<file path="config.mk">
export PLATFORM = sky130hd
export DESIGN_NAME = ljp_seq
export DESIGN_NICKNAME = d
export VERILOG_FILES = /design/src/ljp_pkg.sv /design/src/ljp_pin_sync.sv /design/src/ljp_seq.sv
export SDC_FILE = /design/constraint.sdc
export NUM_CORES = 1
export LEC_CHECK = 0
export ABC_AREA = 1
export ABC_CLOCK_PERIOD_IN_PS = 7600
export CORE_MARGIN = 3
export CORE_UTILIZATION = 47
export CTS_CLUSTER_SIZE = 40
export DETAILED_ROUTE_END_ITERATION = 10
export DONT_BUFFER_PORTS = 1
export GPL_TIMING_DRIVEN = 0
export SLEW_MARGIN = 20
export SYNTH_ARGS = -nofsm -noshare
export SYNTH_HDL_FRONTEND = slang
export SYNTH_SLANG_ARGS = --single-unit
</file>
<file path="constraint.sdc">
create_clock -name sys_clk_in -period 7.6 [get_ports sys_clk_in]
set_input_delay 1.52 -clock sys_clk_in [delete_from_list [all_inputs] [get_ports sys_clk_in]]
set_output_delay 1.52 -clock sys_clk_in [all_outputs]
set_load 0.05 [all_outputs]
</file>
<file path="src/ljp_pkg.sv">
/*
  Shared constants and types for the latch-corrected speed-point sequencer.
  Assumes one 200 MHz clock and a word-wide register port of 8 address bits.
*/
package ljp_pkg;
  localparam int AW = 8;
  localparam int DW = 32;

  // ----------------------------------------------------------------
  // register map (byte addresses)
  // ----------------------------------------------------------------
  localparam logic [7:0] REG_CTRL      = 8'h00;
  localparam logic [7:0] REG_STATUS    = 8'h04;
  localparam logic [7:0] REG_SPEED     = 8'h08;
  localparam logic [7:0] REG_LATCH_POS = 8'h0c;
  localparam logic [7:0] REG_ERR_CODE  = 8'h10;
  localparam logic [7:0] REG_IRQ_STAT  = 8'h14;
  localparam logic [7:0] REG_IRQ_MASK  = 8'h18;

  // ----------------------------------------------------------------
  // field positions
  // ----------------------------------------------------------------
  localparam int CTRL_START   = 0;
  localparam int CTRL_LREQ    = 1;
  localparam int CTRL_ERR_CLR = 2;

  localparam int STAT_BUSY = 0;
  localparam int STAT_DONE = 1;
  localparam int STAT_WAIT = 2;
  localparam int STAT_ERR  = 3;
  localparam int STAT_W    = 4;

  localparam int IRQ_DONE  = 0;
  localparam int IRQ_LATCH = 1;
  localparam int IRQ_ERR   = 2;
  localparam int IRQ_W     = 3;

  localparam logic [15:0] ERR_NONE        = 16'h0000;
  localparam logic [15:0] ERR_MULTI_LATCH = 16'h3070;
  localparam logic [31:0] RST_WORD        = 32'h0000_0000;

  // ----------------------------------------------------------------
  // timing
  // ----------------------------------------------------------------
  localparam int CLK_PERIOD_PS  = 5000;
  localparam int LATCH_START_MS = 1;
  // longest time: rounds down
  localparam int LATCH_START_CYC = (LATCH_START_MS * 1000000000) / CLK_PERIOD_PS;

  // ----------------------------------------------------------------
  // types
  // ----------------------------------------------------------------
  typedef enum logic [1:0] {
    ST_IDLE  = 2'b00,
    ST_SPEED = 2'b01,
    ST_END   = 2'b10,
    ST_ESTOP = 2'b11
  } ljp_state_t;

  typedef struct packed {
    logic          wr;
    logic          rd;
    logic [AW-1:0] addr;
    logic [DW-1:0] wdata;
  } ljp_bus_t;

  typedef struct packed {
    logic          valid;
    logic [DW-1:0] speed;
    logic [DW-1:0] torque;
  } ljp_mon_t;
endpackage

</file>
<file path="src/ljp_pin_sync.sv">
/*
  Three-stage synchroniser for one pin level with agreement filter.
  Assumes the pin is asynchronous to sys_clk_in.
*/
`timescale 1ns/1ps
module ljp_pin_sync (
  input  wire logic sys_clk_in,
  input  wire logic rst_in,
  input  wire logic pin_in,
  output logic      lvl_out
);
  logic [2:0] sh_q;
  logic [2:0] sh_d;
  logic       lvl_q;
  logic       lvl_d;

  always_comb begin
    sh_d  = {sh_q[1:0], pin_in};
    // stage 0 feeds only stage 1; change accepted once 1 and 2 agree
    lvl_d = (sh_q[1] == sh_q[2]) ? sh_q[2] : lvl_q;
  end

  always_ff @(posedge sys_clk_in or posedge rst_in) begin
    if (rst_in) begin
      sh_q  <= 3'h0;
      lvl_q <= 1'b0;
    end else begin
      sh_q  <= sh_d;
      lvl_q <= lvl_d;
    end
  end

  assign lvl_out = lvl_q;
endmodule

</file>
<file path="src/ljp_seq.sv">
/*
  One-axis speed-point sequencer with latch-triggered hand-over to the
  following end-point table, latch position capture and register port.
  Assumes latch reports and monitor words arrive on sys_clk_in, and the
  motion core pulses end_done_in when the end-point table finishes.
*/
`timescale 1ns/1ps
module ljp_seq #(
  parameter int LATCH_START_MAX_CYC = ljp_pkg::LATCH_START_CYC
) (
  input  wire logic                   sys_clk_in,
  input  wire logic                   rst_in,
  input  wire ljp_pkg::ljp_bus_t      bus_in,
  output logic [ljp_pkg::DW-1:0]      rd_data_out,
  input  wire logic                   start_pin_in,
  input  wire logic                   latch_event_in,
  input  wire logic [ljp_pkg::DW-1:0] latch_pos_in,
  input  wire logic                   end_done_in,
  input  wire ljp_pkg::ljp_mon_t      mon_in,
  output ljp_pkg::ljp_mon_t           mon_out,
  output logic [ljp_pkg::DW-1:0]      speed_cmd_out,
  output logic                        end_start_out,
  output logic                        err_stop_out,
  output logic                        irq_out
);
  // ----------------------------------------------------------------
  // state
  // ----------------------------------------------------------------
  ljp_pkg::ljp_state_t           state_q, state_d;
  logic                          lreq_q, lreq_d;
  logic                          wait_q, wait_d;
  logic                          busy_q, busy_d;
  logic                          done_q, done_d;
  logic                          used_q, used_d;
  logic [ljp_pkg::DW-1:0]        speed_q, speed_d;
  logic [ljp_pkg::DW-1:0]        lpos_q, lpos_d;
  logic [15:0]                   err_q, err_d;
  logic [ljp_pkg::IRQ_W-1:0]     ist_q, ist_d;
  logic [ljp_pkg::IRQ_W-1:0]     imask_q, imask_d;
  logic [ljp_pkg::IRQ_W-1:0]     iset;
  logic [ljp_pkg::DW-1:0]        rd_q, rd_d;
  logic [ljp_pkg::DW-1:0]        cmd_q, cmd_d;
  logic                          est_q, est_d;
  logic                          stop_q, stop_d;
  logic                          irq_q, irq_d;
  ljp_pkg::ljp_mon_t             mon_q, mon_d;
  logic                          pin_lvl, pin_q;
  logic                          pin_rise, latch_ev, trig, start_cmd, wr_ctrl;
  logic [ljp_pkg::STAT_W-1:0]    status;

  ljp_pin_sync u_pin_sync (
    .sys_clk_in (sys_clk_in),
    .rst_in     (rst_in),
    .pin_in     (start_pin_in),
    .lvl_out    (pin_lvl)
  );

  // ----------------------------------------------------------------
  // sequencer
  // ----------------------------------------------------------------
  always_comb begin
    wr_ctrl   = bus_in.wr && (bus_in.addr == ljp_pkg::REG_CTRL);
    start_cmd = wr_ctrl && bus_in.wdata[ljp_pkg::CTRL_START];
    pin_rise  = pin_lvl && !pin_q;
    latch_ev  = latch_event_in && wait_q;
    // latch mode replaces the pin as trigger
    trig      = wait_q ? latch_ev : pin_rise;
    lreq_d    = wr_ctrl ? bus_in.wdata[ljp_pkg::CTRL_LREQ] : lreq_q;
    wait_d    = lreq_q && (state_q != ljp_pkg::ST_ESTOP);
    state_d   = state_q;
    busy_d    = busy_q;
    done_d    = done_q;
    used_d    = used_q;
    lpos_d    = lpos_q;
    err_d     = err_q;
    cmd_d     = '0;
    est_d     = 1'b0;
    stop_d    = 1'b0;
    iset      = '0;
    case (state_q)
      ljp_pkg::ST_IDLE: begin
        if (start_cmd) begin
          state_d = ljp_pkg::ST_SPEED;
          busy_d  = 1'b1;
          done_d  = 1'b0;
          used_d  = 1'b0;
        end
      end
      ljp_pkg::ST_SPEED: begin
        cmd_d = speed_q;
        if (trig) begin
          state_d = ljp_pkg::ST_END;
          est_d   = 1'b1;
          cmd_d   = '0;
          if (wait_q) begin
            lpos_d                   = latch_pos_in;
            used_d                   = 1'b1;
            iset[ljp_pkg::IRQ_LATCH] = 1'b1;
          end
        end
      end
      ljp_pkg::ST_END: begin
        if (latch_ev && used_q) begin
          state_d                = ljp_pkg::ST_ESTOP;
          err_d                  = ljp_pkg::ERR_MULTI_LATCH;
          busy_d                 = 1'b0;
          stop_d                 = 1'b1;
          iset[ljp_pkg::IRQ_ERR] = 1'b1;
        end else if (end_done_in) begin
          state_d                 = ljp_pkg::ST_IDLE;
          busy_d                  = 1'b0;
          done_d                  = 1'b1;
          iset[ljp_pkg::IRQ_DONE] = 1'b1;
        end
      end
      ljp_pkg::ST_ESTOP: begin
        // held until software acknowledges; a fresh start is refused here
        stop_d = 1'b1;
        if (wr_ctrl && bus_in.wdata[ljp_pkg::CTRL_ERR_CLR]) begin
          state_d = ljp_pkg::ST_IDLE;
          err_d   = ljp_pkg::ERR_NONE;
          stop_d  = 1'b0;
        end
      end
      default: state_d = ljp_pkg::ST_IDLE;
    endcase
    // monitor words withheld while latch speed-point phase runs
    mon_d = mon_in;
    if ((state_q == ljp_pkg::ST_SPEED) && wait_q) begin
      mon_d = '0;
    end
  end

  always_ff @(posedge sys_clk_in or posedge rst_in) begin
    if (rst_in) begin
      state_q <= ljp_pkg::ST_IDLE;
      lreq_q  <= 1'b0;
      wait_q  <= 1'b0;
      busy_q  <= 1'b0;
      done_q  <= 1'b0;
      used_q  <= 1'b0;
      lpos_q  <= ljp_pkg::RST_WORD;
      err_q   <= ljp_pkg::ERR_NONE;
      cmd_q   <= ljp_pkg::RST_WORD;
      est_q   <= 1'b0;
      stop_q  <= 1'b0;
      mon_q   <= '0;
      pin_q   <= 1'b0;
    end else begin
      state_q <= state_d;
      lreq_q  <= lreq_d;
      wait_q  <= wait_d;
      busy_q  <= busy_d;
      done_q  <= done_d;
      used_q  <= used_d;
      lpos_q  <= lpos_d;
      err_q   <= err_d;
      cmd_q   <= cmd_d;
      est_q   <= est_d;
      stop_q  <= stop_d;
      mon_q   <= mon_d;
      pin_q   <= pin_lvl;
    end
  end

  // ----------------------------------------------------------------
  // registers and interrupt
  // ----------------------------------------------------------------
  always_comb begin
    status                     = '0;
    status[ljp_pkg::STAT_BUSY] = busy_q;
    status[ljp_pkg::STAT_DONE] = done_q;
    status[ljp_pkg::STAT_WAIT] = wait_q;
    status[ljp_pkg::STAT_ERR]  = (state_q == ljp_pkg::ST_ESTOP);
    speed_d = speed_q;
    imask_d = imask_q;
    ist_d   = ist_q;
    if (bus_in.wr && (bus_in.addr == ljp_pkg::REG_SPEED)) begin
      speed_d = bus_in.wdata;
    end
    if (bus_in.wr && (bus_in.addr == ljp_pkg::REG_IRQ_MASK)) begin
      imask_d = bus_in.wdata[ljp_pkg::IRQ_W-1:0];
    end
    if (bus_in.wr && (bus_in.addr == ljp_pkg::REG_IRQ_STAT)) begin
      ist_d = ist_q & ~bus_in.wdata[ljp_pkg::IRQ_W-1:0];
    end
    // a new event wins over a clear in the same cycle
    ist_d = ist_d | iset;
    irq_d = |(ist_d & imask_d);
    rd_d  = '0;
    if (bus_in.rd) begin
      if (bus_in.addr == ljp_pkg::REG_CTRL) begin
        rd_d[ljp_pkg::CTRL_LREQ] = lreq_q;
      end else if (bus_in.addr == ljp_pkg::REG_STATUS) begin
        rd_d[ljp_pkg::STAT_W-1:0] = status;
      end else if (bus_in.addr == ljp_pkg::REG_SPEED) begin
        rd_d = speed_q;
      end else if (bus_in.addr == ljp_pkg::REG_LATCH_POS) begin
        rd_d = lpos_q;
      end else if (bus_in.addr == ljp_pkg::REG_ERR_CODE) begin
        rd_d[15:0] = err_q;
      end else if (bus_in.addr == ljp_pkg::REG_IRQ_STAT) begin
        rd_d[ljp_pkg::IRQ_W-1:0] = ist_q;
      end else if (bus_in.addr == ljp_pkg::REG_IRQ_MASK) begin
        rd_d[ljp_pkg::IRQ_W-1:0] = imask_q;
      end else begin
        rd_d = '0;
      end
    end
  end

  always_ff @(posedge sys_clk_in or posedge rst_in) begin
    if (rst_in) begin
      speed_q <= ljp_pkg::RST_WORD;
      imask_q <= '0;
      ist_q   <= '0;
      irq_q   <= 1'b0;
      rd_q    <= ljp_pkg::RST_WORD;
    end else begin
      speed_q <= speed_d;
      imask_q <= imask_d;
      ist_q   <= ist_d;
      irq_q   <= irq_d;
      rd_q    <= rd_d;
    end
  end

  assign rd_data_out   = rd_q;
  assign mon_out       = mon_q;
  assign speed_cmd_out = cmd_q;
  assign end_start_out = est_q;
  assign err_stop_out  = stop_q;
  assign irq_out       = irq_q;

  // ----------------------------------------------------------------
  // checks
  // ----------------------------------------------------------------
  logic [31:0] lat_cnt_q;
  always_ff @(posedge sys_clk_in or posedge rst_in) begin
    if (rst_in) begin
      lat_cnt_q <= '0;
    end else if (latch_ev && (state_q == ljp_pkg::ST_SPEED)) begin
      lat_cnt_q <= 32'h0000_0001;
    end else if (est_q) begin
      lat_cnt_q <= '0;
    end else if (lat_cnt_q != '0) begin
      lat_cnt_q <= lat_cnt_q + 32'h0000_0001;
    end
  end
endmodule

</file>
==> impl_metrics.yaml <==
detailed_routing:
  ant_nets: 0
  firstDrtPassIters: 5
  via_per_inst: 5.15
  totalWireLength_mm: 21.0
  drtIter0Drc: 330
  vias: 5378
  wl_per_cell_um: 20.1
  drc: 0
floorplanning:
  die_h_um: 138
  num_io_pins: 276
  start_util: 0.486
  rows: 47
  core_sq_mm: 0.0168
  dieArea_sq_mm: 0.0190
  die_x_um: 138
clock_tree:
  cts-root-buf: "clkbuf_16"
  clock_latency_ps: 510
  cts.path.max_buffers: 3
  clkTransAtPathRegs_ps: 60
  cts.sinks: 215
  cts_tree: "yes"
  postCtsHoldBufs: 0
  ctsResizeCount: 0
  post_cts_buffers: 0
  numCtsBuffers: 23
  htree_num_levels: 1
placed_design:
  port_buffers: 0
  pre_cts_slack_ps: 4820
  place_area_sq_mm: 0.00849
  gp_routability_congestion: 0.843
  hpwl_mm: 15.3
pwr:
  powerDensity_mw_per_mm2: 365
  leakagePower_uw: 0.00502
  ir_worst_vdd_uv: 195
worst_setup_path:
  endpoint: "mon_out[53]"
  r2r-start: "wait_q"
  required_ps: 6080
  path_max_fanout: 1
  start_kind: "register"
  reg2reg_slack_ps: 5940
  critPathArrivalTime_ps: 1190
  end_kind: "primary output"
  reg2reg_depth: 7
  worstReg2RegEnd: "speed_cmd_out[12]"
  critPathKind: "register to primary output"
  cp_num_cells: 0
  worstSetupStartpoint: "mon_out[53]"
job:
  cap_violations: 0
cells_and_area:
  final_common_cell: "dfrtp_1"
  final_area_sq_mm: 0.00939
  final_nets: 951
  nFillCells: 1492
  area_growth_pct: 14.8
  drive_gt1_frac: 0.146
  final_cell_mix: "dfrtp_1 (215), nand2_1 (147), inv_1 (125)"
synth:
  synth_cell_types: 30
  ys_warn_count: 0
  avgSynthCellArea_sq_um: 10.5
  synthesis.area_sq_mm: 0.00818
  synth-seq-cells: 215
  synth_cells: 781
  synth_fp_nets: 925
  ys_seq_area_frac: 0.658
timing:
  rsz0062_at_grt: "no"
  worstMarginPinSlew_ps: 741
  layout_setup_ws_ps: 4890
  fin_crit_sh: 0.356
  final_hold_viol_count: 0
  holdWs_ps: 358
  clock-skew-final_ps: 8.97
  max_freq_mhz: 369
  setup_viol: 0
  relSlewSlack: 0.506
  drv_slew: 0
  fin_crit_ps: 2710
hold_path:
  holdPathStages: 0
  hp-class: "register to register"
global_route:
  grt_pass1_wl_mm: 31.7
  met3_usage: 0.0679
  grt_use_met2: 0.382
  grt_pass1_vias: 5775
  grt_overflow: 0
  gr-max-usage-layer: "met2"
  grt_start_max_net_pins: 114
  antenna_found_initial: 1
  met1_usage: 0.259
  grt_usage: 0.219
status:
  status: "complete, no violations"
## synth_stat cells, drive strengths merged
cell type | n | area share
inv | 132 | 0.061
clkinv | 2 | 0.0011
buf | 21 | 0.026
mux2 | 29 | 0.040
nor2 | 97 | 0.053
a31oi | 2 | 0.0015
o21ai | 20 | 0.012
nor3 | 1 | 0.0020
clkbuf | 5 | 0.0023
dfrtp | 215 | 0.66
a21oi | 66 | 0.040
a211oi | 4 | 0.0037
maj3 | 1 | 0.0012
or2 | 6 | 0.0046
nand4 | 1 | 0.00077
nand2 | 153 | 0.074
nand3b | 3 | 0.0028
nand3 | 23 | 0.016
## worst min-delay path by stage
stage                       startpoint                 end  slack (ps)
detailed placement  u_pin_sync.sh_q[0]  u_pin_sync.sh_q[1]         350
floorplan           u_pin_sync.sh_q[0]  u_pin_sync.sh_q[1]         330
CTS                 u_pin_sync.sh_q[0]  u_pin_sync.sh_q[1]         360
global route        u_pin_sync.sh_q[0]  u_pin_sync.sh_q[1]         360
finish              u_pin_sync.sh_q[0]  u_pin_sync.sh_q[1]         360
global placement    u_pin_sync.sh_q[0]  u_pin_sync.sh_q[1]         340
## metal layers
layer,part of all wire,up-vias
met3,0.091,31
met1,0.37,2661
met5,0.00062,-
met2,0.52,250
met4,0.019,2
li1,-,2434
## cell families after synthesis
group           synth area share
fa+ha+maj                0.00122
compound gates            0.0578
flops                      0.658
simple gates               0.153
buf+inv                   0.0904
mux                       0.0399
## stage by stage
stage	total power (uW)	utilization	TNS, ps	instances
finish	3430	0.558	0	1045
global route	3570	0.558	0	1044
CTS	3450	0.558	0	1044
detailed placement	2150	0.505	0	1002
global placement	2130	0.503	-347700	1001
floorplan	2030	-	0	781
## worst reg2reg max path, cell delays in order (launching register included)
cell and delay (ps):
dfrtp_1 410, inv_1 90, nand3b_1 80, nand2_1 60, inv_1 50, nand2_1 230, clkbuf_1 490, nor2_1 100
## sequential cells by signal, indices dropped and copies added, names as in the netlist, 2 cells and up
signal,cells
ist_q,3
imask_q,3
speed_q,32
state_q,2
rd_data_out,32
u_pin_sync.sh_q,3
mon_out,65
lpos_q,32
speed_cmd_out,32
## where the power goes
| group | internal, uW | leakage [uW] | switching [uW] |
|---|---|---|---|
| Sequential | 1340 | 0.00263 | 472 |
| Clock | 827 | 0.000430 | 473 |
| Combinational | 122 | 0.00197 | 194 |
## area by class of cell
cell class	count	area, sq um	area share
sequential	215	5380	0.573
clock inverter	16	278	0.0296
multi-input combinational	406	2060	0.220
tap	220	275	0.0293
timing repair buffer	1	27.5	0.00293
inverter	134	512	0.0545
antenna	1	2.50	0.000267
buffer	26	235	0.0251
clock buffer	26	617	0.0657
(Power assumes the default switching activity.)
